File: config.mk
export PLATFORM = sky130hd
export DESIGN_NAME = hardware_mode_control
export DESIGN_NICKNAME = d
export VERILOG_FILES = /design/src/design/hw_mode_pkg.sv /design/src/design/mode_cfg_if.sv /design/src/design/dma_router.sv /design/src/design/hardware_mode_control.sv /design/src/design/irq_shaper.sv
export SDC_FILE = /design/constraint.sdc
export NUM_CORES = 1
export LEC_CHECK = 0
export BUFFER_PORTS_ARGS = -buffer_cell sky130_fd_sc_hd__buf_2
export CAP_MARGIN = 20
export CORE_MARGIN = 2
export CORE_UTILIZATION = 45
export DETAILED_ROUTE_END_ITERATION = 10
export PLACE_DENSITY = 0.75
export SYNTH_ARGS = -nofsm -noshare
export SYNTH_HDL_FRONTEND = slang
export SYNTH_SLANG_ARGS = --single-unit
File: constraint.sdc
create_clock -name core_clk -period 2.6 [get_ports core_clk]
set_input_delay 0.52 -clock core_clk [delete_from_list [all_inputs] [get_ports core_clk]]
set_output_delay 0.52 -clock core_clk [all_outputs]
set_load 0.02 [all_outputs]
File: src/design/hw_mode_pkg.sv
package hw_mode_pkg;

   // ****************************************************************
   // bus geometry
   // ****************************************************************
   localparam int ADDR_W = 12;
   localparam int DATA_W = 32;

   // ****************************************************************
   // register byte addresses
   // ****************************************************************
   localparam logic [ADDR_W-1:0] ADDR_MODE   = 12'h300;
   localparam logic [ADDR_W-1:0] ADDR_STATUS = 12'h310;
   localparam logic [ADDR_W-1:0] ADDR_ENABLE = 12'h314;

   // ****************************************************************
   // mode register field positions
   // ****************************************************************
   localparam int BIT_XCVR_RST   = 31;
   localparam int BIT_OC_SELECT  = 15;
   localparam int BIT_PERIPH_DMA = 11;
   localparam int BIT_SHARED_IRQ = 10;
   localparam int BIT_SHARED_DMA = 9;
   localparam int BIT_BUS_WIDTH  = 8;
   localparam int BIT_ACK_POL    = 6;
   localparam int BIT_REQ_POL    = 5;
   localparam int BIT_IRQ_POL    = 2;
   localparam int BIT_IRQ_TRIG   = 1;
   localparam int BIT_IRQ_EN     = 0;

   // ****************************************************************
   // reset values and writable bits
   // ****************************************************************
   localparam logic [DATA_W-1:0] MODE_RESET = 32'h0000_0100;
   localparam logic [DATA_W-1:0] MODE_WMASK = 32'h8000_8f67;

   // ****************************************************************
   // event status layout
   // ****************************************************************
   localparam int NUM_PORTS = 3;
   localparam int NUM_EV    = 4;  // bits 2..0 port overcurrent, bit 3 host event
   localparam int BIT_EV_HOST = 3;
   localparam logic [NUM_EV-1:0] EV_RESET = 4'h0;

   // ****************************************************************
   // timing
   // ****************************************************************
   localparam int CLK_PERIOD_PS = 4000;
   localparam int IRQ_PULSE_NS  = 40;
   localparam int PULSE_W       = 4;
   localparam logic [PULSE_W-1:0] IRQ_PULSE_CYC =
      PULSE_W'((IRQ_PULSE_NS * 1000 + CLK_PERIOD_PS - 1) / CLK_PERIOD_PS);

endpackage

File: src/design/mode_cfg_if.sv
`timescale 1ns/10ps
interface mode_cfg_if;
   logic ack_polarity;
   logic request_polarity;
   logic irq_polarity;
   logic irq_trigger_type;
   logic irq_master_enable;
   logic dma_route;

   modport src (output ack_polarity, request_polarity, irq_polarity, irq_trigger_type,
                irq_master_enable, dma_route);
   modport dst (input ack_polarity, request_polarity, irq_polarity, irq_trigger_type,
                irq_master_enable, dma_route);
endinterface

File: src/design/dma_router.sv
`timescale 1ns/10ps
module dma_router (
   input  wire logic core_clk,
   input  wire logic rst,
   mode_cfg_if.dst   cfg,
   input  wire logic host_dma_request,
   input  wire logic periph_dma_request,
   input  wire logic ack_level,
   output logic      host_dma_request_pin,
   output logic      host_dma_ack,
   output logic      periph_dma_ack
);

   typedef struct packed {
      logic req_pin;
      logic host_ack;
      logic periph_ack;
   } router_state_t;

   router_state_t s_q;
   router_state_t s_d;
   logic          req_src;
   logic          ack_act;

   // ****************************************************************
   // request select and polarity, acknowledge decode and steering
   // ****************************************************************
   always_comb begin
      s_d = s_q;
      req_src = cfg.dma_route ? periph_dma_request : host_dma_request;
      s_d.req_pin = cfg.request_polarity ? req_src : ~req_src;
      ack_act = cfg.ack_polarity ? ack_level : ~ack_level;
      s_d.periph_ack = cfg.dma_route & ack_act;
      s_d.host_ack = ~cfg.dma_route & ack_act;
   end

   // state register, request pin idles inactive for active-low reset polarity
   always_ff @(posedge core_clk or posedge rst) begin
      if (rst) begin
         s_q <= '{req_pin: 1'b1, host_ack: 1'b0, periph_ack: 1'b0};
      end else begin
         s_q <= s_d;
      end
   end

   assign host_dma_request_pin = s_q.req_pin;
   assign host_dma_ack         = s_q.host_ack;
   assign periph_dma_ack       = s_q.periph_ack;

endmodule

File: src/design/hardware_mode_control.sv
// Design decision made here: the APB interface to the registers.
`timescale 1ns/10ps
module hardware_mode_control
   import hw_mode_pkg::*;
(
   // clock and reset
   input  wire logic                                core_clk,
   input  wire logic                                rst,

   // apb slave
   input  wire logic                                psel,
   input  wire logic                                penable,
   input  wire logic                                pwrite,
   input  wire logic [hw_mode_pkg::ADDR_W-1:0]      paddr,
   input  wire logic [hw_mode_pkg::DATA_W-1:0]      pwdata,
   output logic      [hw_mode_pkg::DATA_W-1:0]      prdata,
   output logic                                     pready,
   output logic                                     pslverr,
   output logic                                     irq,

   // controller side: same-clock signals, no synchroniser
   input  wire logic                                host_event,
   input  wire logic                                periph_interrupt,
   input  wire logic                                host_dma_request,
   input  wire logic                                periph_dma_request,
   output logic                                     host_dma_ack,
   output logic                                     periph_dma_ack,
   output logic                                     usb_transceiver_reset,
   output logic                                     host_bus_32,
   output logic                                     periph_bus_32,
   output logic                                     otg_bus_32,
   output logic      [hw_mode_pkg::NUM_PORTS-1:0]   port_overcurrent,

   // pins: each asynchronous input passes two flops first
   input  wire logic                                port1_overcurrent_in,
   input  wire logic                                port2_overcurrent_in,
   input  wire logic                                port3_overcurrent_in,
   input  wire logic [hw_mode_pkg::NUM_PORTS-1:0]   analog_oc_cmp,
   input  wire logic                                host_dma_ack_pin,
   output logic                                     host_dma_request_pin,
   output logic                                     host_interrupt_pin
);

   // ****************************************************************
   // state
   // ****************************************************************
   typedef struct packed {
      // software-visible registers
      logic [DATA_W-1:0]    mode;
      logic [NUM_EV-1:0]    status;
      logic [NUM_EV-1:0]    enable;
      // bus response held through the access cycle, and the level interrupt
      logic [DATA_W-1:0]    rdata;
      logic                 ready;
      logic                 slverr;
      logic                 irq;
      // pin synchronisers, first stage read only by the second
      logic [NUM_PORTS-1:0] oc_meta;
      logic [NUM_PORTS-1:0] oc_sync;
      logic [NUM_PORTS-1:0] cmp_meta;
      logic [NUM_PORTS-1:0] cmp_sync;
      logic                 ack_meta;
      logic                 ack_sync;
      // detected overcurrent, also the edge reference
      logic [NUM_PORTS-1:0] oc_flag;
   } top_state_t;

   top_state_t           s_q;
   top_state_t           s_d;

   // bus decode
   logic                 setup;
   logic                 access_done;
   logic                 hit_mode;
   logic                 hit_status;
   logic                 hit_enable;

   // events, clears and the shaper request
   logic [NUM_EV-1:0]    events;
   logic [NUM_EV-1:0]    w1c;
   logic [NUM_PORTS-1:0] oc_now;
   logic                 irq_request;

   // bundle shared by the shaper and the router
   mode_cfg_if cfg ();

   // ****************************************************************
   // configuration fan-out to the shaping and routing blocks
   // ****************************************************************
   assign cfg.ack_polarity      = s_q.mode[BIT_ACK_POL];
   assign cfg.request_polarity  = s_q.mode[BIT_REQ_POL];
   assign cfg.irq_polarity      = s_q.mode[BIT_IRQ_POL];
   assign cfg.irq_trigger_type  = s_q.mode[BIT_IRQ_TRIG];
   assign cfg.irq_master_enable = s_q.mode[BIT_IRQ_EN];
   // sharing needs both routing bits; either one alone
   // leaves the host controller on its own pins
   assign cfg.dma_route         = s_q.mode[BIT_PERIPH_DMA] & s_q.mode[BIT_SHARED_DMA];

   // ****************************************************************
   // next state
   // ****************************************************************
   always_comb begin
      s_d = s_q;

      // two-stage synchronisers for pin inputs; the pins are
      // asynchronous, so logic reads only the second stage
      s_d.oc_meta  = {port3_overcurrent_in, port2_overcurrent_in, port1_overcurrent_in};
      s_d.oc_sync  = s_q.oc_meta;
      s_d.cmp_meta = analog_oc_cmp;
      s_d.cmp_sync = s_q.cmp_meta;
      s_d.ack_meta = host_dma_ack_pin;
      s_d.ack_sync = s_q.ack_meta;

      // overcurrent detection: active-low digital pins or analog comparators
      // the select acts one edge after the mode write
      oc_now = s_q.mode[BIT_OC_SELECT] ? s_q.cmp_sync : ~s_q.oc_sync;
      // registered level feeds the ports and the edge detector
      s_d.oc_flag = oc_now;

      // overcurrent rising edges and host_event levels become sticky status;
      // a held overcurrent sets once, a held host_event every cycle
      events = '0;
      events[NUM_PORTS-1:0] = oc_now & ~s_q.oc_flag;
      events[BIT_EV_HOST]   = host_event;

      // apb decode; the master holds address, direction and data
      // from setup to completion, so both phases may decode them
      setup       = psel & ~penable;
      access_done = psel & penable & s_q.ready;
      hit_mode    = (paddr == ADDR_MODE);
      hit_status  = (paddr == ADDR_STATUS);
      hit_enable  = (paddr == ADDR_ENABLE);
      w1c         = '0;

      if (setup) begin
         // answer is prepared at the setup edge: zero wait states
         s_d.ready  = 1'b1;
         // unmapped address: error with zero data
         s_d.slverr = ~(hit_mode | hit_status | hit_enable);
         s_d.rdata  = '0;
         // read data is latched here and stands in the access cycle
         if (!pwrite) begin
            if (hit_mode) begin
               s_d.rdata = s_q.mode;
            end else if (hit_status) begin
               s_d.rdata[NUM_EV-1:0] = s_q.status;
            end else if (hit_enable) begin
               s_d.rdata[NUM_EV-1:0] = s_q.enable;
            end
         end
      end else if (access_done) begin
         // completion edge: response flops return to idle
         s_d.ready  = 1'b0;
         s_d.slverr = 1'b0;
         s_d.rdata  = '0;
         // writes land at this edge only; unmapped ones are dropped
         if (pwrite) begin
            if (hit_mode) begin
               // reserved bits are not stored and read as zero
               s_d.mode = pwdata & MODE_WMASK;
            end else if (hit_status) begin
               // a one written clears that status bit
               w1c = pwdata[NUM_EV-1:0];
            end else if (hit_enable) begin
               // enable bits gate each status bit onward
               s_d.enable = pwdata[NUM_EV-1:0];
            end
         end
      end

      // a new event wins over a clear in the same cycle
      s_d.status = (s_q.status & ~w1c) | events;

      // level interrupt of the register bank, from the next state so
      // it moves on the same edge as a status or enable write
      s_d.irq = |(s_d.status & s_d.enable);
   end

   // ****************************************************************
   // host interrupt source: enabled events or shared peripheral line
   // ****************************************************************
   // the shared peripheral line bypasses status and enable; the
   // master gate and the pin polarity are applied in the shaper
   assign irq_request = (|(s_q.status & s_q.enable))
                      | (s_q.mode[BIT_SHARED_IRQ] & periph_interrupt);

   // ****************************************************************
   // state register
   // ****************************************************************
   always_ff @(posedge core_clk or posedge rst) begin
      if (rst) begin
         s_q <= '{mode:     MODE_RESET,
                  status:   EV_RESET,
                  enable:   EV_RESET,
                  rdata:    '0,
                  ready:    1'b0,
                  slverr:   1'b0,
                  irq:      1'b0,
                  // overcurrent pins idle high, no false edge
                  oc_meta:  '1,
                  oc_sync:  '1,
                  cmp_meta: '0,
                  cmp_sync: '0,
                  ack_meta: 1'b0,
                  ack_sync: 1'b0,
                  oc_flag:  '0};
      end else begin
         s_q <= s_d;
      end
   end

   // ****************************************************************
   // outputs
   // ****************************************************************
   // response flops drive the bus directly
   assign prdata  = s_q.rdata;
   assign pready  = s_q.ready;
   assign pslverr = s_q.slverr;
   assign irq     = s_q.irq;

   // debug reset, a plain mirror, released by writing zero
   assign usb_transceiver_reset = s_q.mode[BIT_XCVR_RST];
   // one flop feeds all three controllers so they never disagree
   assign host_bus_32   = s_q.mode[BIT_BUS_WIDTH];
   assign periph_bus_32 = s_q.mode[BIT_BUS_WIDTH];
   assign otg_bus_32    = s_q.mode[BIT_BUS_WIDTH];

   // overcurrent level per port, active high once detected
   assign port_overcurrent = s_q.oc_flag;

   // ****************************************************************
   // interrupt pin shaping
   // ****************************************************************
   // the shaper owns polarity, level or pulse and the master gate
   irq_shaper u_irq (
      .core_clk           (core_clk),
      .rst                (rst),
      .cfg                (cfg.dst),
      .irq_request        (irq_request),
      .host_interrupt_pin (host_interrupt_pin)
   );

   // ****************************************************************
   // dma handshake routing
   // ****************************************************************
   // acknowledge enters synchronised; the router adds one flop
   dma_router u_dma (
      .core_clk             (core_clk),
      .rst                  (rst),
      .cfg                  (cfg.dst),
      .host_dma_request     (host_dma_request),
      .periph_dma_request   (periph_dma_request),
      .ack_level            (s_q.ack_sync),
      .host_dma_request_pin (host_dma_request_pin),
      .host_dma_ack         (host_dma_ack),
      .periph_dma_ack       (periph_dma_ack)
   );

endmodule

File: src/design/irq_shaper.sv
`timescale 1ns/10ps
module irq_shaper
   import hw_mode_pkg::*;
(
   input  wire logic core_clk,
   input  wire logic rst,
   mode_cfg_if.dst   cfg,
   input  wire logic irq_request,
   output logic      host_interrupt_pin
);

   typedef struct packed {
      logic               pin;
      logic               req_prev;
      logic [PULSE_W-1:0] cnt;
   } shaper_state_t;

   shaper_state_t s_q;
   shaper_state_t s_d;
   logic          gated;
   logic          active;

   // ****************************************************************
   // next state: level or fixed pulse, chosen polarity
   // ****************************************************************
   always_comb begin
      s_d = s_q;
      gated = cfg.irq_master_enable & irq_request;
      s_d.req_prev = gated;
      if (gated && !s_q.req_prev) begin
         s_d.cnt = IRQ_PULSE_CYC;
      end else if (s_q.cnt != '0) begin
         s_d.cnt = s_q.cnt - PULSE_W'(1);
      end
      if (!cfg.irq_master_enable) begin
         s_d.cnt = '0;
      end
      active = cfg.irq_trigger_type ? (s_d.cnt != '0) : gated;
      s_d.pin = cfg.irq_polarity ? active : ~active;
   end

   // state register, pin idles low-active-polarity inactive (high)
   always_ff @(posedge core_clk or posedge rst) begin
      if (rst) begin
         s_q <= '{pin: 1'b1, req_prev: 1'b0, cnt: '0};
      end else begin
         s_q <= s_d;
      end
   end

   assign host_interrupt_pin = s_q.pin;

endmodule

==> results of run 1 <==
[layout by cell type (no fill, tap or decap), drive strengths merged, types with 2 or more instances in the layout]
cell	instances
clkinv	2
nor3b	3
nand2	27
inv	11
or2	3
nor4b	2
o31ai	3
buf	69
mux2i	5
xnor2	2
a22oi	4
conb	20
a21oi	5
dfrtp	51
nand4	3
xor2	3
and4bb	2
nor2	11
a22o	8
o21ai	9
mux2	13
nand2b	5
clkbuf	14
dfstp	9
[final timing paths]
path                                             to  slack, ns
max                        u_irq.host_interrupt_pin       0.46
min                                      prdata[10]       0.24
max reg2reg                u_irq.host_interrupt_pin       0.46
min reg2reg                                  s_q[6]       0.35
max in group asynchronous  u_irq.host_interrupt_pin       1.71
min in group core_clk                       s_d[12]       0.28
[worst max-delay path, delay by kind of cell, from the launching register on]
kind,cells,cell delay [ns]
multiplexers,1,0.16
AND/OR/NAND/NOR,1,0.51
buffers and inverters,1,0.07
adder cells (fa/ha/maj),1,0.24
XOR/XNOR,1,0.17
AO/OA/AOI/OAI,2,0.49
flip-flops,1,0.42
[flip-flops by register name, summed over array words and instances (netlist names), 3 cells and up]
signal	flops
s_q	19
prdata	12
s_d	7
u_irq.s_q	5
port_overcurrent	3
[kinds of logic (layout without fill, tap and decap cells)]
family	count (synthesis)	in the layout	synth area share
buf+inv	52	96	0.124
xor+xnor	5	5	0.0159
simple gates	65	65	0.143
flops	60	60	0.549
other cells	1	20	0.00136
fa+ha+maj	1	1	0.00454
mux	18	18	0.0726
compound gates	35	35	0.0898
[Yosys cell counts (all sizes together), types with 2 or more instances]
cell type	instances
dfrtp	51
buf	39
nand2	27
mux2	13
inv	11
nor2	11
dfstp	9
o21ai	9
a22o	8
a21oi	5
mux2i	5
nand2b	5
a22oi	4
nand4	3
nor3b	3
o31ai	3
or2	3
xor2	3
and4bb	2
clkbuf	2
nor4b	2
xnor2	2
[area by class of cell]
type                    instances  area (um^2)
repair buffers                 69          368
fillers                       519         2760
well taps                      75         93.8
clock inverters                 2         10.0
multi-input cells             144          975
inverters                      11         41.3
flip-flops and latches         60         1510
clock buffers                  14          163
[routing by layer]
metal  vias to the layer above  wire length (um)
met5                         -                 0
met3                        11               285
met1                       886              2140
met2                        54              2380
met4                         0               124
li1                        879                 -
[power by group through the flow]
stage	Sequential, mW	Combinational (mW)	Clock, mW
after global routing	0.965	0.152	0.798
final	0.964	0.135	0.731
after global placement	0.980	0.133	0
after floorplan	0.985	0.0974	0
after CTS	0.964	0.136	0.761
after detailed placement	0.981	0.136	0
==> run_results.csv, run 1 <==
group,metric,value,unit
drt,postRouteWirelength,4930,um
power,ir_drop,0.422,mV
drt,ant_nets,0,
final_layout,final_cell_area,0.00316,mm^2
power,p_sw,0.434,mW
drt,routed-via-count,1830,
power,pwr-share-seq,0.527,
drt,first_pass_iters,4,
floorplan,ios,106,
timing,min_period_over_period,0.824,
placed_design,hpwl,3730,um
logic_synthesis,synth.distinct_cells,42,
timing,finalSetupViolations,0,
final_layout,antenna_cells,0,
grt,track_usage,0.170,
placed_design,place_inst,359,
logic_synthesis,synth_top_area_share,0.463,
power,total_power,1.83,mW
timing,max_freq,467,MHz
timing,min_period,2.14,ns
floorplan,rows,28,
logic_synthesis,synthFlopType,"dfrtp_1",
clocking,cts-resized-gates,0,
logic_synthesis,ys_warn_count,0,
clocking,clock-sinks,60,
power,p_int,1.40,mW
critical_path,crit_chain,"inv_1 > ha_1 > or3b_2 > mux2i_1 > o311a_1 > a21oi_1 > xor2_1",
grt,grt_busiest_layer,"met2",
clocking,h-tree-depth,3,
grt,use_met1,0.210,
floorplan,die_w,82.3,um
logic_synthesis,syn-mean-instance-area,11.6,um^2
floorplan,die_h,82.3,um
critical_path,critPathRequiredTime,2.86,ns
critical_path,start_kind,"flop",
final_layout,finish.utilization,0.534,
clocking,clkTransAtPathRegs,0.07,ns
grt,gr-usage-met2,0.271,
clocking,clk_latency,0.33,ns
final_layout,layout.nets,356,
clocking,clock_tree.buffer_depth,2,
floorplan,die_area,0.00677,mm^2
timing,tns,0,ns
grt,antenna_found_initial,0,
clocking,cts_buffers,9,
power,p_clk_frac,0.400,
timing,relSlewSlack,0.611,
drt,drc,0,
logic_synthesis,yosys.area.top_type,"dfrtp_1",
timing,hold-worst-slack,0.243,ns
grt,grt_max_degree,35,
logic_synthesis,synthArstFlopShare,1.00,
placed_design,numPortBuffers,65,
grt,grt_pass1_wl,8450,um
grt,grt_pass1_vias,1896,
final_layout,area_growth,14.7,%
placed_design,place_ws,0.264,ns
logic_synthesis,synth.area.top_cells,"dfrtp_1 46%, buf_4 11%, dfstp_2 8.6%",
timing,fin_ws,0.457,ns
critical_path,path_class,"flop to flop",
timing,drv_slew,0,
placed_design,placed_area,0.00299,mm^2
drt,drt-vias-per-instance,4.88,
power,power_density,579,mW/mm^2
logic_synthesis,synth_seq_area_share,0.549,
placed_design,place.gp.congestion,0.799,
flow_run,maxCapViolCount,0,
timing,tightestPinTransition,0.582,ns
power,power_frac_comb,0.074,
timing,finalClockSkew,0.00803,ns
critical_path,slowest_delay,0.51,ns
critical_path,startpoint,"u_irq.s_q[0]",
hold_path,holdCritPathClass,"input port to asynchronous set/reset pin",
logic_synthesis,netlist_area,0.00276,mm^2
critical_path,worstPathMaxFanout,6,
logic_synthesis,synth-edff-count,0,
power,leakagePower,1.64,nW
clocking,cts_tree,"yes",
critical_path,r2r_cells,7,
power,p_sw_frac,0.237,
logic_synthesis,ys_ff_latch,60,
drt,routedWlPerCell,13.2,um
timing,finalHoldViolations,0,
logic_synthesis,syn_inst,237,
outcome,run_status,"completed",
final_layout,stdcell_count,375,
final_layout,drive_gt1_frac,0.390,
drt,drtIter0Drc,59,
critical_path,worstPathArrival,2.40,ns
critical_path,critPathCaptureType,"flop",
clocking,ctsHoldBuffers,0,
floorplan,coreArea,0.00592,mm^2
grt,met3_usage,0.0424,
critical_path,worst_path_max_delay_cell,"or3b_2",
clocking,postCtsSetupBuffers,0,
grt,overflow,0,
floorplan,initial_core_util,0.466,
clocking,root_buffer,"clkbuf_8",
timing,rsz0062_at_grt,"no",
critical_path,worstReg2RegStart,"u_irq.s_q[0]",
(Power assumes the default switching activity.)
==> run 2, diff against run 1 <==
--- a/config.mk
+++ b/config.mk
@@ -5,6 +5,7 @@
 export SDC_FILE = /design/constraint.sdc
 export NUM_CORES = 1
 export LEC_CHECK = 0
+export ABC_AREA = 1
 export BUFFER_PORTS_ARGS = -buffer_cell sky130_fd_sc_hd__buf_2
 export CAP_MARGIN = 20
 export CORE_MARGIN = 2
==> constraint.sdc (replaced) <==
create_clock -name core_clk -period 2.21 [get_ports core_clk]
set_input_delay 0.442 -clock core_clk [delete_from_list [all_inputs] [get_ports core_clk]]
set_output_delay 0.442 -clock core_clk [all_outputs]
set_load 0.02 [all_outputs]
==> run_results.csv, run 2 <==
group,metric,value,unit
outcome,run_status,"completed",
drt,drc,0,
floorplan,ios,106,
critical_path,path_class,"flop to flop",
clocking,cts-resized-gates,0,
grt,grt_pass1_wl,9580,um
clocking,clk_latency,0.33,ns
floorplan,rows,29,
logic_synthesis,syn-mean-instance-area,8.54,um^2
floorplan,initial_core_util,0.464,
logic_synthesis,syn_inst,345,
timing,finalClockSkew,0.00678,ns
hold_path,holdCritPathClass,"input port to asynchronous set/reset pin",
logic_synthesis,synth-edff-count,0,
logic_synthesis,synthFlopType,"dfrtp_1",
power,leakagePower,1.86,nW
critical_path,r2r_cells,12,
clocking,h-tree-depth,3,
logic_synthesis,netlist_area,0.00295,mm^2
critical_path,worstPathMaxFanout,5,
critical_path,worstReg2RegStart,"u_irq.s_q[0]",
critical_path,endpoint,"u_irq.host_interrupt_pin",
clocking,cts_tree,"yes",
drt,drt-vias-per-instance,4.58,
final_layout,mostFrequentLayoutCells,"102 x nand2_1, 65 x buf_2, 51 x dfrtp_1, 46 x inv_1, 22 x nand3_1",
timing,min_period,1.55,ns
drt,ant_nets,0,
timing,min_period_over_period,0.703,
grt,overflow,0,
placed_design,place.gp.congestion,0.886,
logic_synthesis,synth.most_common_cell,"nand2_1",
drt,postRouteWirelength,5600,um
logic_synthesis,ys_ff_latch,60,
critical_path,critPathRequiredTime,2.48,ns
final_layout,regMostFlops,"s_q",
placed_design,hpwl,4190,um
clocking,root_buffer,"clkbuf_8",
drt,routedWlPerCell,11.6,um
clocking,clock_tree.buffer_depth,2,
critical_path,reg2reg_to,"u_irq.host_interrupt_pin",
power,ir_drop,0.434,mV
floorplan,die_h,84.9,um
timing,rsz0062_at_grt,"no",
clocking,cts_buffers,9,
grt,grt_max_degree,61,
logic_synthesis,yosys.area.top_type,"dfrtp_1",
critical_path,start_kind,"flop",
drt,first_pass_iters,4,
grt,grt_pass1_vias,2179,
logic_synthesis,synth.area.top_cells,"dfrtp_1 43%, nand2_1 13%, buf_4 9.4%",
clocking,ctsHoldBuffers,0,
floorplan,coreArea,0.00635,mm^2
clocking,clkTransAtPathRegs,0.06,ns
grt,antenna_found_initial,0,
drt,routed-via-count,2208,
critical_path,critPathCaptureType,"flop",
logic_synthesis,synthTopCellsByCount,"102 x nand2_1, 51 x dfrtp_1, 47 x inv_1",
timing,finalHoldViolations,0,
flow_run,maxCapViolCount,0,
timing,tns,0,ns
final_layout,fillCellCount,589,
clocking,clock-sinks,60,
logic_synthesis,synth.distinct_cells,33,
final_layout,final_common_cell,"nand2_1",
grt,track_usage,0.169,
logic_synthesis,ys_warn_count,0,
logic_synthesis,synth_seq_area_share,0.514,
final_layout,area_growth,14.3,%
floorplan,die_w,84.9,um
final_layout,largest_register_ffs,19,
drt,drtIter0Drc,83,
critical_path,worstPathArrival,1.82,ns
final_layout,stdcell_count,482,
critical_path,startpoint,"u_irq.s_q[0]",
placed_design,place_inst,467,
final_layout,antenna_cells,0,
final_layout,drive_gt1_frac,0.267,
power,power_density,676,mW/mm^2
logic_synthesis,synth_top_area_share,0.433,
floorplan,die_area,0.00721,mm^2
timing,drv_slew,0,
final_layout,layout.nets,462,
placed_design,numPortBuffers,65,
clocking,postCtsSetupBuffers,0,
critical_path,r2r_setup_slack,0.66,ns
timing,max_freq,643,MHz
timing,finalSetupViolations,0,
logic_synthesis,synthArstFlopShare,1.00,
-- run 2: metal layers --
metal	global-route usage	wire length [um]	vias to the layer above
li1	-	-	1126
met1	0.203	2420	1019
met2	0.283	2810	53
met3	0.0428	269	10
met4	0.0837	109	0
met5	0	0	-
-- run 2: layout make-up --
class                           instances  area [um^2]  area share
Sequential cell                        60         1510       0.449
Multi-Input combinational cell        213         1020       0.303
Timing Repair Buffer                   68          360       0.107
Inverter                               49          184      0.0546
Clock buffer                           13          159      0.0472
Tap cell                               77         96.3      0.0286
Clock inverter                          2         35.0      0.0104
-- run 2: where the power goes --
part           total (mW)  switching [mW]  internal (mW)
Sequential           1.13         0.00888           1.13
Clock               0.969           0.394          0.575
Combinational       0.172           0.122         0.0506
Total                2.28           0.524           1.75
-- run 2: logic make-up after synthesis --
family,after synthesis,synth area share
AND/OR/NAND/NOR,159,0.249
adder cells (fa/ha/maj),1,0.00425
XOR/XNOR,2,0.00595
other,1,0.00127
flip-flops,60,0.514
AO/OA/AOI/OAI,31,0.0616
buffers and inverters,91,0.165
-- run 2: metrics by stage --
step,instance area (um^2),total power [mW],hold slack [ns],setup slack [ns],util
2_1_floorplan,3020,1.29,0.331,0.298,-
3_3_place_gp,3170,1.32,0.331,0.574,0.500
3_5_place_dp,3170,1.33,0.335,0.551,0.500
4_1_cts,3370,2.30,0.166,0.664,0.530
5_1_grt,3370,2.37,0.193,0.404,0.530
6_report,3370,2.28,0.156,0.656,0.530
-- run 2: how the worst min path moves through the flow --
stage | slack (ns) | cells past startpoint | to | from
3_5_place_dp | 0.33 | 0 | s_q[7] | s_d[7]
3_3_place_gp | 0.33 | 0 | s_q[6] | s_d[6]
4_1_cts | 0.17 | 3 | prdata[11] | rst
2_1_floorplan | 0.33 | 0 | s_q[3] | s_d[3]
6_report | 0.16 | 3 | s_d[7] | rst
5_1_grt | 0.19 | 1 | s_d[13] | port3_overcurrent_in
-- run 2: critical path, stage by stage (launching register included) --
cell,delay [ns]
dfrtp_1,0.38
inv_1,0.12
ha_1,0.20
nand3_1,0.16
inv_1,0.11
nor2_1,0.05
nand2_1,0.08
nand2_1,0.05
nor2_1,0.10
nand2_1,0.08
nand2_1,0.06
nand2_1,0.05
nand2_1,0.06
